<file path="src/hdl/mtio_pkg.sv">
// Purpose: Shared constants and types for the motion task I/O expansion logic
// Assumes: 20 MHz core clock
// Notes: Function codes select what each input or output slot does
package mtio_pkg;
    localparam int CLK_HZ = 20_000_000;
    localparam int NUM_IN = 14;
    localparam int NUM_OUT = 8;
    localparam int FN_W = 4;
    // Times in microseconds
    localparam int START_DELAY_US = 2000;
    localparam int OUT_RESP_US = 10000;
    localparam int START_DELAY_CYC = START_DELAY_US * (CLK_HZ / 1_000_000);
    localparam int OUT_RESP_CYC = OUT_RESP_US * (CLK_HZ / 1_000_000);
    localparam int FILT_LEN = 4;
    // Input function codes
    localparam logic [3:0] FI_SEL0 = 4'h0;
    localparam logic [3:0] FI_HOME = 4'h8;
    localparam logic [3:0] FI_WCLR = 4'h9;
    localparam logic [3:0] FI_NEXT = 4'ha;
    localparam logic [3:0] FI_JOG = 4'hb;
    localparam logic [3:0] FI_START = 4'hc;
    localparam logic [3:0] FI_NONE = 4'hf;
    // Output function codes
    localparam logic [3:0] FO_IN_POSITION_OUT = 4'h0;
    localparam logic [3:0] FO_FERR_N = 4'h1;
    localparam logic [3:0] FO_PREG0 = 4'h2;
    localparam logic [3:0] FO_LOW = 4'hf;
    typedef struct packed {
        logic start;
        logic [7:0] block;
        logic next_start;
        logic jog_start;
        logic jog_stop;
        logic warn_clear;
    } mtio_cmd_t;
    typedef struct packed {
        logic in_position;
        logic following_error;
        logic [5:0] pos_reg;
    } mtio_stat_t;
endpackage : mtio_pkg

</file>
<file path="src/hdl/mtio_core.sv">
// Purpose: Digital I/O expansion for motion task selection, start and status
// Assumes: Inputs synchronous to core_clk; motion engine accepts one-cycle commands
// Notes: Function maps are static configuration ports
// Function
// - Fourteen inputs, eight outputs, each slot's function set by configuration.
// - Block number is unsigned binary on eight selects, bit 0 least significant.
// - Each output follows its condition within ten milliseconds.
// - Expansion home input used only when no base input is home.
// - Warning clear clears following-error and response-monitor warnings.
// - Next-task start launches follow-on task only after target reached.
// - A base-unit input may also request the next-task start.
// - Jog rising edge starts jog, falling edge cancels it.
// - Green lamp on with aux supply; red lamp on output fault.
// - Task start begins the task numbered by the selects.
// - In-position output high when target lies within window.
// - Following-error output low when deviation exceeds window.
module mtio_core #(
    parameter int FILT = mtio_pkg::FILT_LEN,
    parameter int START_CYC = mtio_pkg::START_DELAY_CYC
) (
    input wire logic core_clk,
    input wire logic rst_b,
    input wire logic [mtio_pkg::NUM_IN-1:0] pin_in,
    input wire logic [mtio_pkg::NUM_IN*mtio_pkg::FN_W-1:0] in_fn_cfg,
    input wire logic [mtio_pkg::NUM_OUT*mtio_pkg::FN_W-1:0] out_fn_cfg,
    input wire logic base_home_cfg,
    input wire logic base_home_in,
    input wire logic base_next_in,
    input wire mtio_pkg::mtio_stat_t stat_in,
    input wire logic following_error_warning,
    input wire logic response_monitor_warning,
    input wire logic aux_supply_ok,
    input wire logic out_fault,
    output logic [mtio_pkg::NUM_OUT-1:0] pin_out,
    output mtio_pkg::mtio_cmd_t cmd_q,
    output logic home_switch_q,
    output logic warn_clear_following,
    output logic warn_clear_response,
    output logic led_green,
    output logic led_red
);
    import mtio_pkg::*;

    typedef enum logic [1:0] {
        MTIO_IDLE = 2'b00,
        MTIO_WAIT = 2'b01,
        MTIO_GO = 2'b11
    } mtio_st_t;

    logic [NUM_IN-1:0] filt_q;
    logic [NUM_IN-1:0] filt_prev_q;
    logic [NUM_IN-1:0][$clog2(FILT+1)-1:0] cnt_q;
    logic [7:0] sel;
    logic f_home, f_wclr, f_next, f_jog, f_start;
    logic p_home, p_wclr, p_next, p_jog, p_start;
    logic [7:0] block_q;
    mtio_st_t st_q;
    logic pend_next_q;
    logic [NUM_OUT-1:0] out_q;

    // Counter filter: a level must persist FILT samples to be taken
    genvar gi;
    generate
        for (gi = 0; gi < NUM_IN; gi++) begin : g_filt
            always_ff @(posedge core_clk or negedge rst_b) begin
                if (!rst_b) begin
                    cnt_q[gi] <= '0;
                    filt_q[gi] <= 1'b0;
                end else if (pin_in[gi] == filt_q[gi]) begin
                    cnt_q[gi] <= '0;
                end else if (cnt_q[gi] == ($clog2(FILT+1))'(FILT - 1)) begin
                    cnt_q[gi] <= '0;
                    filt_q[gi] <= pin_in[gi];
                end else begin
                    cnt_q[gi] <= cnt_q[gi] + 1'b1;
                end
            end
        end
    endgenerate

    always_ff @(posedge core_clk or negedge rst_b) begin
        if (!rst_b) begin
            filt_prev_q <= '0;
        end else begin
            filt_prev_q <= filt_q;
        end
    end

    // Function routing from configured input slots; duplicated slots are ORed
    logic [NUM_IN-1:0][FN_W-1:0] in_fn;
    assign in_fn = in_fn_cfg;
    always_comb begin
        sel = 8'h00;
        {f_home, f_wclr, f_next, f_jog, f_start} = 5'h00;
        {p_home, p_wclr, p_next, p_jog, p_start} = 5'h00;
        for (int i = 0; i < NUM_IN; i++) begin
            // Codes below the home code pick a select bit
            if (in_fn[i] < FI_HOME) begin
                sel[in_fn[i][2:0]] = sel[in_fn[i][2:0]] | filt_q[i];
            end
            case (in_fn[i])
                FI_HOME: begin
                    f_home = f_home | filt_q[i];
                    p_home = p_home | filt_prev_q[i];
                end
                FI_WCLR: begin
                    f_wclr = f_wclr | filt_q[i];
                    p_wclr = p_wclr | filt_prev_q[i];
                end
                FI_NEXT: begin
                    f_next = f_next | filt_q[i];
                    p_next = p_next | filt_prev_q[i];
                end
                FI_JOG: begin
                    f_jog = f_jog | filt_q[i];
                    p_jog = p_jog | filt_prev_q[i];
                end
                FI_START: begin
                    f_start = f_start | filt_q[i];
                    p_start = p_start | filt_prev_q[i];
                end
                default: begin
                end
            endcase
        end
    end

    // Start: latch selects on rising edge, launch after a bounded settle
    logic [$clog2(START_CYC+1)-1:0] dly_q;
    always_ff @(posedge core_clk or negedge rst_b) begin
        if (!rst_b) begin
            st_q <= MTIO_IDLE;
            block_q <= 8'h00;
            dly_q <= '0;
        end else begin
            unique case (st_q)
                MTIO_IDLE: if (f_start && !p_start) begin
                    block_q <= sel;
                    dly_q <= '0;
                    st_q <= MTIO_WAIT;
                end
                MTIO_WAIT: begin
                    // Fixed short settle well inside the start budget
                    dly_q <= dly_q + 1'b1;
                    if (dly_q == ($clog2(START_CYC+1))'(1)) begin
                        st_q <= MTIO_GO;
                    end
                end
                MTIO_GO: st_q <= MTIO_IDLE;
                default: st_q <= MTIO_IDLE;
            endcase
        end
    end

    // Next-task request is held until the running task is in position
    logic next_req;
    assign next_req = (f_next && !p_next) || base_next_in;
    always_ff @(posedge core_clk or negedge rst_b) begin
        if (!rst_b) begin
            pend_next_q <= 1'b0;
        end else if (next_req && !stat_in.in_position) begin
            pend_next_q <= 1'b1;
        end else if (stat_in.in_position) begin
            pend_next_q <= 1'b0;
        end
    end

    always_ff @(posedge core_clk or negedge rst_b) begin
        if (!rst_b) begin
            cmd_q <= '0;
        end else begin
            cmd_q.start <= (st_q == MTIO_GO);
            cmd_q.block <= block_q;
            cmd_q.next_start <= (next_req || pend_next_q) && stat_in.in_position;
            cmd_q.jog_start <= f_jog && !p_jog;
            cmd_q.jog_stop <= !f_jog && p_jog;
            cmd_q.warn_clear <= f_wclr && !p_wclr;
        end
    end

    assign warn_clear_following = cmd_q.warn_clear && following_error_warning;
    assign warn_clear_response = cmd_q.warn_clear && response_monitor_warning;

    always_ff @(posedge core_clk or negedge rst_b) begin
        if (!rst_b) begin
            home_switch_q <= 1'b0;
        end else begin
            home_switch_q <= base_home_cfg ? base_home_in : f_home;
        end
    end

    // Outputs registered each cycle, far inside the response budget
    genvar go;
    generate
        for (go = 0; go < NUM_OUT; go++) begin : g_out
            logic [FN_W-1:0] fo;
            assign fo = out_fn_cfg[go*FN_W +: FN_W];
            always_ff @(posedge core_clk or negedge rst_b) begin
                if (!rst_b) begin
                    out_q[go] <= 1'b0;
                end else if (fo == FO_IN_POSITION_OUT) begin
                    out_q[go] <= stat_in.in_position;
                end else if (fo == FO_FERR_N) begin
                    out_q[go] <= !stat_in.following_error;
                end else if (fo >= FO_PREG0 && fo < FO_PREG0 + 4'h6) begin
                    out_q[go] <= stat_in.pos_reg[3'(fo - FO_PREG0)];
                end else begin
                    out_q[go] <= 1'b0;
                end
            end
        end
    endgenerate
    assign pin_out = out_q;

    assign led_green = aux_supply_ok;
    assign led_red = out_fault;

    chk_start_latency: assert property (@(posedge core_clk) disable iff (!rst_b)
        (st_q == MTIO_IDLE && f_start && !p_start) |-> ##[1:6] cmd_q.start)
        else $error("start not issued in time");
    chk_block_latch: assert property (@(posedge core_clk) disable iff (!rst_b)
        (st_q == MTIO_IDLE && f_start && !p_start) |=> (block_q == $past(sel)))
        else $error("block number not latched at start edge");
    chk_next_gated: assert property (@(posedge core_clk) disable iff (!rst_b)
        cmd_q.next_start |-> $past(stat_in.in_position))
        else $error("next task started before in position");
    chk_next_base: assert property (@(posedge core_clk) disable iff (!rst_b)
        (base_next_in && stat_in.in_position) |=> cmd_q.next_start)
        else $error("base next start request ignored");
    chk_jog_edges: assert property (@(posedge core_clk) disable iff (!rst_b)
        (f_jog && !p_jog) |=> cmd_q.jog_start && !cmd_q.jog_stop)
        else $error("jog start missing on rising edge");
    chk_home_select: assert property (@(posedge core_clk) disable iff (!rst_b)
        base_home_cfg |=> home_switch_q == $past(base_home_in))
        else $error("expansion home used while base home configured");
    chk_out_ferr: assert property (@(posedge core_clk) disable iff (!rst_b)
        (out_fn_cfg[7:4] == FO_FERR_N) |=>
        pin_out[1] == !$past(stat_in.following_error))
        else $error("following error output wrong polarity");
    chk_out_in_position_out: assert property (@(posedge core_clk) disable iff (!rst_b)
        (out_fn_cfg[3:0] == FO_IN_POSITION_OUT) |=> pin_out[0] == $past(stat_in.in_position))
        else $error("in position output wrong");
    chk_warn_clear: assert property (@(posedge core_clk) disable iff (!rst_b)
        (f_wclr && !p_wclr) |=> cmd_q.warn_clear ##1 !cmd_q.warn_clear)
        else $error("warning clear pulse wrong");
    chk_filter_len: assert property (@(posedge core_clk) disable iff (!rst_b)
        $rose(filt_q[0]) |-> $past(pin_in[0]) && $past(pin_in[0], FILT))
        else $error("filter passed unsampled level");
endmodule : mtio_core

</file>
<file path="config.mk">
export PLATFORM = sky130hd
export DESIGN_NAME = mtio_core
export DESIGN_NICKNAME = d
export VERILOG_FILES = /design/src/hdl/mtio_pkg.sv /design/src/hdl/mtio_core.sv
export SDC_FILE = /design/constraint.sdc
export NUM_CORES = 1
export LEC_CHECK = 0
export BUFFER_PORTS_ARGS = -buffer_cell sky130_fd_sc_hd__buf_2
export CAP_MARGIN = 10
export CORE_ASPECT_RATIO = 1.5
export CORE_MARGIN = 10
export CORE_UTILIZATION = 53
export DETAILED_ROUTE_END_ITERATION = 8
export GPL_TIMING_DRIVEN = 0
export PLACE_DENSITY = 0.78
export SYNTH_ARGS = -nofsm -noshare
export SYNTH_HDL_FRONTEND = slang
export SYNTH_SLANG_ARGS = --single-unit
</file>
<file path="constraint.sdc">
create_clock -name core_clk -period 5.1 [get_ports core_clk]
set_input_delay 1.02 -clock core_clk [delete_from_list [all_inputs] [get_ports core_clk]]
set_output_delay 1.02 -clock core_clk [all_outputs]
set_load 0.01 [all_outputs]
</file>
======== Word level (Yosys, flattened, before mapping) ========
Memory sizes are Yosys's and may differ from the RTL's.
Index checks and enable logic that the tools add are counted.
W data, S select, Z words.
storage, ports and cells
  register bits ........................... 119
  ROM bits ................................ 8
  bits of input ports ..................... 119
  output and inout bits ................... 26
  memories ................................ 1
memory list
  memory            words  width  rd ports  clocked after memory_dff  wr ports  RTL line         source
  (name not given)  8      1      1         0                         0         mtio_core.sv:99  sel[in_fn[i][2:0]] = sel[in_fn[i][2:0]] | filt_q[i];
cells by class
  add/subtract/negate cells ............... 23
  magnitude comparators ................... 66
  eq/ne operators ......................... 111
  multiplexer cells ....................... 284
  bitwise gates (word level) .............. 146
  reduce and logical (&&, ||, !) cells .... 68
operator list
  cell                     count
  $eq A4 B4 Y1 const B     70
  $mux W1                  189
  $or A1 B1 Y1             131
  $mux W8                  14
  $bwmux W8                13
  $lt A3 B4 Y1 const B     22
  $lt A4 B4 Y1 const B     22
  $mux W3                  28
  $bmux W1 S3              21
  $add A3 B1 Y3 const B    14
  $demux W1 S3             14
  $eq A3 B2 Y1 const B     14
  $ge A3 B1 Y1 const B     14
  $reduce_and A2 Y1        17
  $eq A4 B1 Y1 const B     8
  $ge A4 B2 Y1 const B     8
  $logic_not A4 Y1         8
  $pmux W16 S2             1
  $logic_and A1 B1 Y1      31
  $sub A3 B2 Y3 const B    8
  $add A16 B1 Y16 const B  1
  $eq A16 B1 Y1 const B    1
  $mux W16                 1
  $eq A1 B1 Y1             14
  other kinds (11)         34

======== Longest topological paths before layout ========
  depth after elaboration ................. 71
  mapped depth ............................ 25
  gate-level depth less buffers ........... 23

======== Worst setup path after synthesis ========
OpenSTA, ideal clock, no wires.
  path kind ............................... input -> register
  start ................................... input in_fn_cfg[3] in the netlist's numbering
  end ..................................... register block_q[5]
  setup time .............................. 0.131 ns
  arrival time ............................ 6.168 ns
  setup slack ............................. -1.199 ns
  stages on the path ...................... 25
  cells stage by stage .................... buf_4 > and3b_1 > buf_4 > a41oi_2 > o21ai_2 > a211oi_4 > o311a_1 > o211a_1 > o211ai_1 > o31a_1 > a22o_1 > a2111oi_4 > nand2_2 > a221oi_2 > a21oi_1 > a41oi_2 > o2111ai_4 > o41ai_4 > nor2_1 > o31ai_2 > nand3_2 > a21oi_1 > o221ai_2 > o31ai_1 > o21ai_1
on the way
  longest elaborated chain between the ends .. 67
  elaborated cells on any way between the ends .. 125
  those cells by class .................... order compare (1); eq/ne (1); mux (81); bitwise (39); reduce/logical (3)
ends and longest elaborated chain
  what                           RTL line          source
  start, declared                mtio_core.sv:24   input wire logic [mtio_pkg::NUM_IN*mtio_pkg::FN_W-1:0] in_fn_cfg,
  $lt A4 B4 Y1                   mtio_core.sv:98   if (in_fn[i] < FI_HOME) begin
  $mux W8                        mtio_core.sv:98
  $bmux W1 S3                    mtio_core.sv:99
  $mux W1 (implied by the code)  mtio_core.sv:99
  $or A1 B1 Y1                   mtio_core.sv:99
  $bwmux W8                      mtio_core.sv:99
  $mux W8                        mtio_core.sv:98
  $bmux W1 S3                    mtio_core.sv:99
  [51 not listed]                -
  $or A1 B1 Y1                   mtio_core.sv:99
  $bwmux W8                      mtio_core.sv:99
  $mux W8                        mtio_core.sv:98
  $bmux W1 S3                    mtio_core.sv:99
  $mux W1 (implied by the code)  mtio_core.sv:99
  $or A1 B1 Y1                   mtio_core.sv:99
  $bwmux W8                      mtio_core.sv:99
  $mux W8                        mtio_core.sv:98
  end signal, assigned           mtio_core.sv:138  block_q <= sel;
  end, declared                  mtio_core.sv:56   logic [7:0] block_q;
Parallel ways exist; a longest one is shown, timed or not. The select of a mux whose other input is x is not followed.
A chain may end at the register's enable or synchronous reset.

======== Worst setup path in the final report ========
  start ................................... input in_fn_cfg[8] in the netlist's numbering
  end ..................................... register block_q[3]
on the way
  longest elaborated chain between the ends .. 61
  elaborated cells on any way between the ends .. 116
  those cells by class .................... order compare (3); eq/ne (1); mux (74); bitwise (34); reduce/logical (4)
ends and longest elaborated chain
  what                                                                       RTL line
  $lt A3 B4 Y1 (implied by the code) / $ge A3 B1 Y1 (equally long branches)  mtio_core.sv:99
  $logic_and A1 B1 Y1 (implied by the code)                                  mtio_core.sv:99
  $mux W1 (implied by the code)                                              mtio_core.sv:99
  $demux W1 S3                                                               mtio_core.sv:99
  $bwmux W8                                                                  mtio_core.sv:99
  $mux W8                                                                    mtio_core.sv:98
  $bmux W1 S3                                                                mtio_core.sv:99
  $mux W1 (implied by the code)                                              mtio_core.sv:99
  [45 not listed]                                                            -
  $or A1 B1 Y1                                                               mtio_core.sv:99
  $bwmux W8                                                                  mtio_core.sv:99
  $mux W8                                                                    mtio_core.sv:98
  $bmux W1 S3                                                                mtio_core.sv:99
  $mux W1 (implied by the code)                                              mtio_core.sv:99
  $or A1 B1 Y1                                                               mtio_core.sv:99
  $bwmux W8                                                                  mtio_core.sv:99
  $mux W8                                                                    mtio_core.sv:98
Parallel ways exist; a longest one is shown, timed or not. The select of a mux whose other input is x is not followed.

==> impl_metrics.py <==
metrics = {
    "timing": {
        "rsz_0062_raised_after_global_routing": "true",
        "worst_slew_pin_slew_ps": 1017,
        "hold_violations_final": 0,
        "min_period_over_period_pct": 134.9,
        "slew_headroom_pct": 30.43,
        "setup_slack_ps": -1782,
        "finalSetupTns_ps": -13430,
        "clock_skew_ps": 17.89,
        "min_period_ps": 6882,
        "max_freq_mhz": 145.3,
        "setup_violations": 8,
        "final_max_slew_viol_count": 0,
    },
    "synth": {
        "synthesis.nets": 1320,
        "netlist.area_leader.share_pct": 30.85,
        "ys_async_sr_fraction_pct": 100.0,
        "synthDominantAreaCellType": "sky130_fd_sc_hd__dfrtp_1",
        "synth_edf_count": 0,
        "synth-seq-area-share_pct": 30.85,
        "mean_instance_size_in_the_synthesized_netlist_um2": 8.145,
        "synth-seq-cells": 119,
        "synth_cell_types": 94,
        "netlist_top_cells_area": "sky130_fd_sc_hd__dfrtp_1 31%, sky130_fd_sc_hd__nor2_1 5.3%, sky130_fd_sc_hd__nand2_1 5.3%",
        "syn_inst": 1185,
        "yosys_warnings": 0,
        "synth.cell_area_mm2": 0.009652,
        "synthFlopType": "sky130_fd_sc_hd__dfrtp_1",
    },
    "die": {
        "die_h_um": 185.3,
        "coreArea_mm2": 0.01794,
        "effective_utilization_at_floorplan_pct": 53.79,
        "boundaryPins": 145,
        "die_w_um": 130.2,
        "die-area_mm2": 0.02412,
        "rows": 60,
    },
    "clock_tree": {
        "ctsLongestPathBuffers": 2,
        "tritoncts.num_buffers": 17,
        "worstSkewPairLatency_ps": 440,
        "cts_sinks": 119,
        "clk_pin_slew_worst_paths_ps": 60,
        "clock_tree.htree_level_count": 4,
        "clock_tree_from_tritoncts": "built",
        "root_buffer": "sky130_fd_sc_hd__clkbuf_16",
    },
    "layout": {
        "final_core_util_pct": 67.95,
        "areaGrowthSynthToFinish_pct": 26.32,
        "post_route_cells_drive_above_1_share_pct": 26.10,
        "number_of_nets_in_the_finished_design": 1513,
    },
    "run": {
        "maxCapViolations": 0,
    },
    "placed_design": {
        "port-buffer-count": 121,
        "detailedPlace.worstSlack_ps": -2643,
        "hpwlAfterDp_mm": 26.23,
        "gp_congestion": 1.012,
    },
    "power": {
        "max-vdd-ir-drop_v": 0.0002523,
        "report.power.total_mw": 4.507,
        "cellPowerDensity_mw_per_mm2": 369.7,
        "power_leakage_nw": 4.891,
    },
    "run_status": {
        "violations_in_the_final_reports": "negative setup slack",
        "status": "complete, but fails checks",
    },
    "route": {
        "routed_wire_length_per_instance_um": 22.09,
        "routed-via-count": 10670,
        "drc": 0,
        "initialDrtViolationCount": 1125,
        "via_per_inst": 6.627,
        "drt_pre_antenna_iters": 6,
        "detail_route.wirelength_mm": 35.57,
        "detail-route-antenna-nets": 0,
    },
    "critical_path": {
        "cpPeakStageDelay_ps": 430,
        "critical_path.reg2reg.startpoint": "filt_q[1]$_DFFE_PN0P_",
        "worstPathRequired_ps": 5460,
        "crit_path_frequent_cell": "sky130_fd_sc_hd__buf_4",
        "nature_of_the_critical_path_endpoint": "register",
        "critPathKind": "in2reg",
        "endpoint": "block_q[3]$_DFFE_PN0P_",
        "critPathMaxFanout": 10,
        "worst_r2r_endpoint": "block_q[3]$_DFFE_PN0P_",
        "critPathLaunchType": "input port",
        "r2r_setup_slack_ps": -1540,
        "worstSetupStartpoint": "in_fn_cfg[8]",
        "cp_data_arrival_time_ps": 7240,
        "reg2regPathDepth": 28,
        "cp_slowest_cell": "sky130_fd_sc_hd__a32oi_1",
    },
    "grt": {
        "grt.total_usage_pct": 28.63,
        "first_pass_grt_wire_length_mm": 54.79,
        "grt_start_max_net_pins": 100,
        "antenna_violations_before_repair": 3,
        "grt.overflow.total": 0,
        "first_global_vias": 10700,
    },
    "worst_hold_path": {
        "hp-class": "reg2reg",
    },
}
synth_stat cells (8+ instances only):
cell type,number
sky130_fd_sc_hd__nor2_1,136
sky130_fd_sc_hd__nand2_1,135
sky130_fd_sc_hd__dfrtp_1,119
sky130_fd_sc_hd__nor3_1,59
sky130_fd_sc_hd__nor2b_1,57
sky130_fd_sc_hd__a21oi_1,43
sky130_fd_sc_hd__nand3_1,42
sky130_fd_sc_hd__clkbuf_1,41
sky130_fd_sc_hd__o21ai_0,41
sky130_fd_sc_hd__nand2b_1,35
sky130_fd_sc_hd__nand4_1,30
sky130_fd_sc_hd__o22ai_1,28
sky130_fd_sc_hd__nor3b_1,23
sky130_fd_sc_hd__inv_1,22
sky130_fd_sc_hd__mux2_2,21
sky130_fd_sc_hd__nor4_1,20
sky130_fd_sc_hd__xnor2_1,19
sky130_fd_sc_hd__a31oi_1,18
sky130_fd_sc_hd__a211oi_1,17
sky130_fd_sc_hd__and2_1,17
sky130_fd_sc_hd__ha_1,16
sky130_fd_sc_hd__and3_1,13
sky130_fd_sc_hd__o211ai_1,13
sky130_fd_sc_hd__o21ai_1,13
sky130_fd_sc_hd__o31ai_1,11
sky130_fd_sc_hd__o2111ai_1,9
sky130_fd_sc_hd__o32ai_1,9
sky130_fd_sc_hd__or2_2,9
sky130_fd_sc_hd__mux4_2,8
layer usage:
layer,routed length (um),vias up,GRT usage [%]
li1,-,4864,-
met1,13020,4989,31.22
met2,17450,609,48.68
met3,2715,206,6.297
met4,2369,2,18.55
met5,13,-,0
stage by stage:
step	cells	hold slack, ps	instance area [um^2]
final	1610	373.7	12190
after global routing	1610	389.6	12190
after CTS	1591	374.5	11890
after detailed placement	1524	360.6	10590
after global placement	1523	354.0	10560
after floorplan	1185	348.7	9681
power breakdown:
part | switching, mW | total (mW) | internal (mW)
Combinational | 1.13 | 1.95 | 0.819
Sequential | 0.184 | 1.35 | 1.16
Clock | 0.555 | 1.21 | 0.652
Total | 1.87 | 4.51 | 2.63
state kept, by name, indices dropped and copies added, names as in the netlist:
signal / flops
pend_next_q: 1
cnt_q: 42
filt_q: 14
home_switch_q: 1
block_q: 8
dly_q: 16
cmd_q: 13
pin_out: 8
st_q: 2
filt_prev_q: 14
placed cells by master, fill, tap and decap left out, types with 21 or more instances in the layout:
cell	instances
sky130_fd_sc_hd__a21oi_1	36
sky130_fd_sc_hd__buf_2	119
sky130_fd_sc_hd__buf_4	51
sky130_fd_sc_hd__clkbuf_1	40
sky130_fd_sc_hd__dfrtp_1	119
sky130_fd_sc_hd__inv_1	22
sky130_fd_sc_hd__mux2_2	21
sky130_fd_sc_hd__nand2_1	133
sky130_fd_sc_hd__nand2b_1	34
sky130_fd_sc_hd__nand3_1	41
sky130_fd_sc_hd__nand4_1	30
sky130_fd_sc_hd__nor2_1	130
sky130_fd_sc_hd__nor2b_1	54
sky130_fd_sc_hd__nor3_1	59
sky130_fd_sc_hd__nor3b_1	22
sky130_fd_sc_hd__o21ai_0	34
sky130_fd_sc_hd__o22ai_1	26
worst max-delay path: cells and delay by family:
kind	cells	cell delay, ps
compound gates	17	3770
simple gates	5	1110
buf+inv	6	1020
mux	1	300
cells by family (layout without fill, tap and decap cells):
family                     count (synthesis)  count (layout)  synth area share (%)
other                                      0               2                     0
DFF                                      119             119                 30.85
adders and majority gates                 16              16                 2.074
and+or+nand+nor                          616             616                 32.85
muxes                                     31              31                 4.524
buffers and inverters                     77             283                 3.396
xor gates and xnor gates                  25              25                 2.269
AOI/OAI and AO/OA                        301             301                 24.03
cell type report:
type                    instances  area, um^2
inverters                      22       82.58
clock inverters                15       151.4
flip-flops and latches        119        2978
fillers                      1501        5751
well taps                     217       271.5
diodes                          2       5.005
multi-input cells             989        6909
clock buffers                  17       425.4
repair buffers                174        1085
plain buffers                  55       284.0
how the worst min path moves through the flow:
stage	endpoint	slack, ps	depth (start not counted)	start
after floorplan	filt_prev_q[0]$_DFF_PN0_	350	0	filt_q[0]$_DFFE_PN0P_
after global placement	filt_prev_q[8]$_DFF_PN0_	350	0	filt_q[8]$_DFFE_PN0P_
after detailed placement	filt_prev_q[7]$_DFF_PN0_	360	0	filt_q[7]$_DFFE_PN0P_
after CTS	filt_prev_q[7]$_DFF_PN0_	370	0	filt_q[7]$_DFFE_PN0P_
after global routing	cmd_q[8]$_DFF_PN0_	390	0	block_q[4]$_DFFE_PN0P_
final	filt_prev_q[7]$_DFF_PN0_	370	0	filt_q[7]$_DFFE_PN0P_
what timing repair did:
item	4_1_cts	5_1_grt
cloned	0	0
setup buffers	35	17
endpoints found under the setup margin	8	8
pin swaps	54	25
resized for setup	78	38
hold buffers	0	0
No activity file was read; power rests on OpenSTA's default activity.
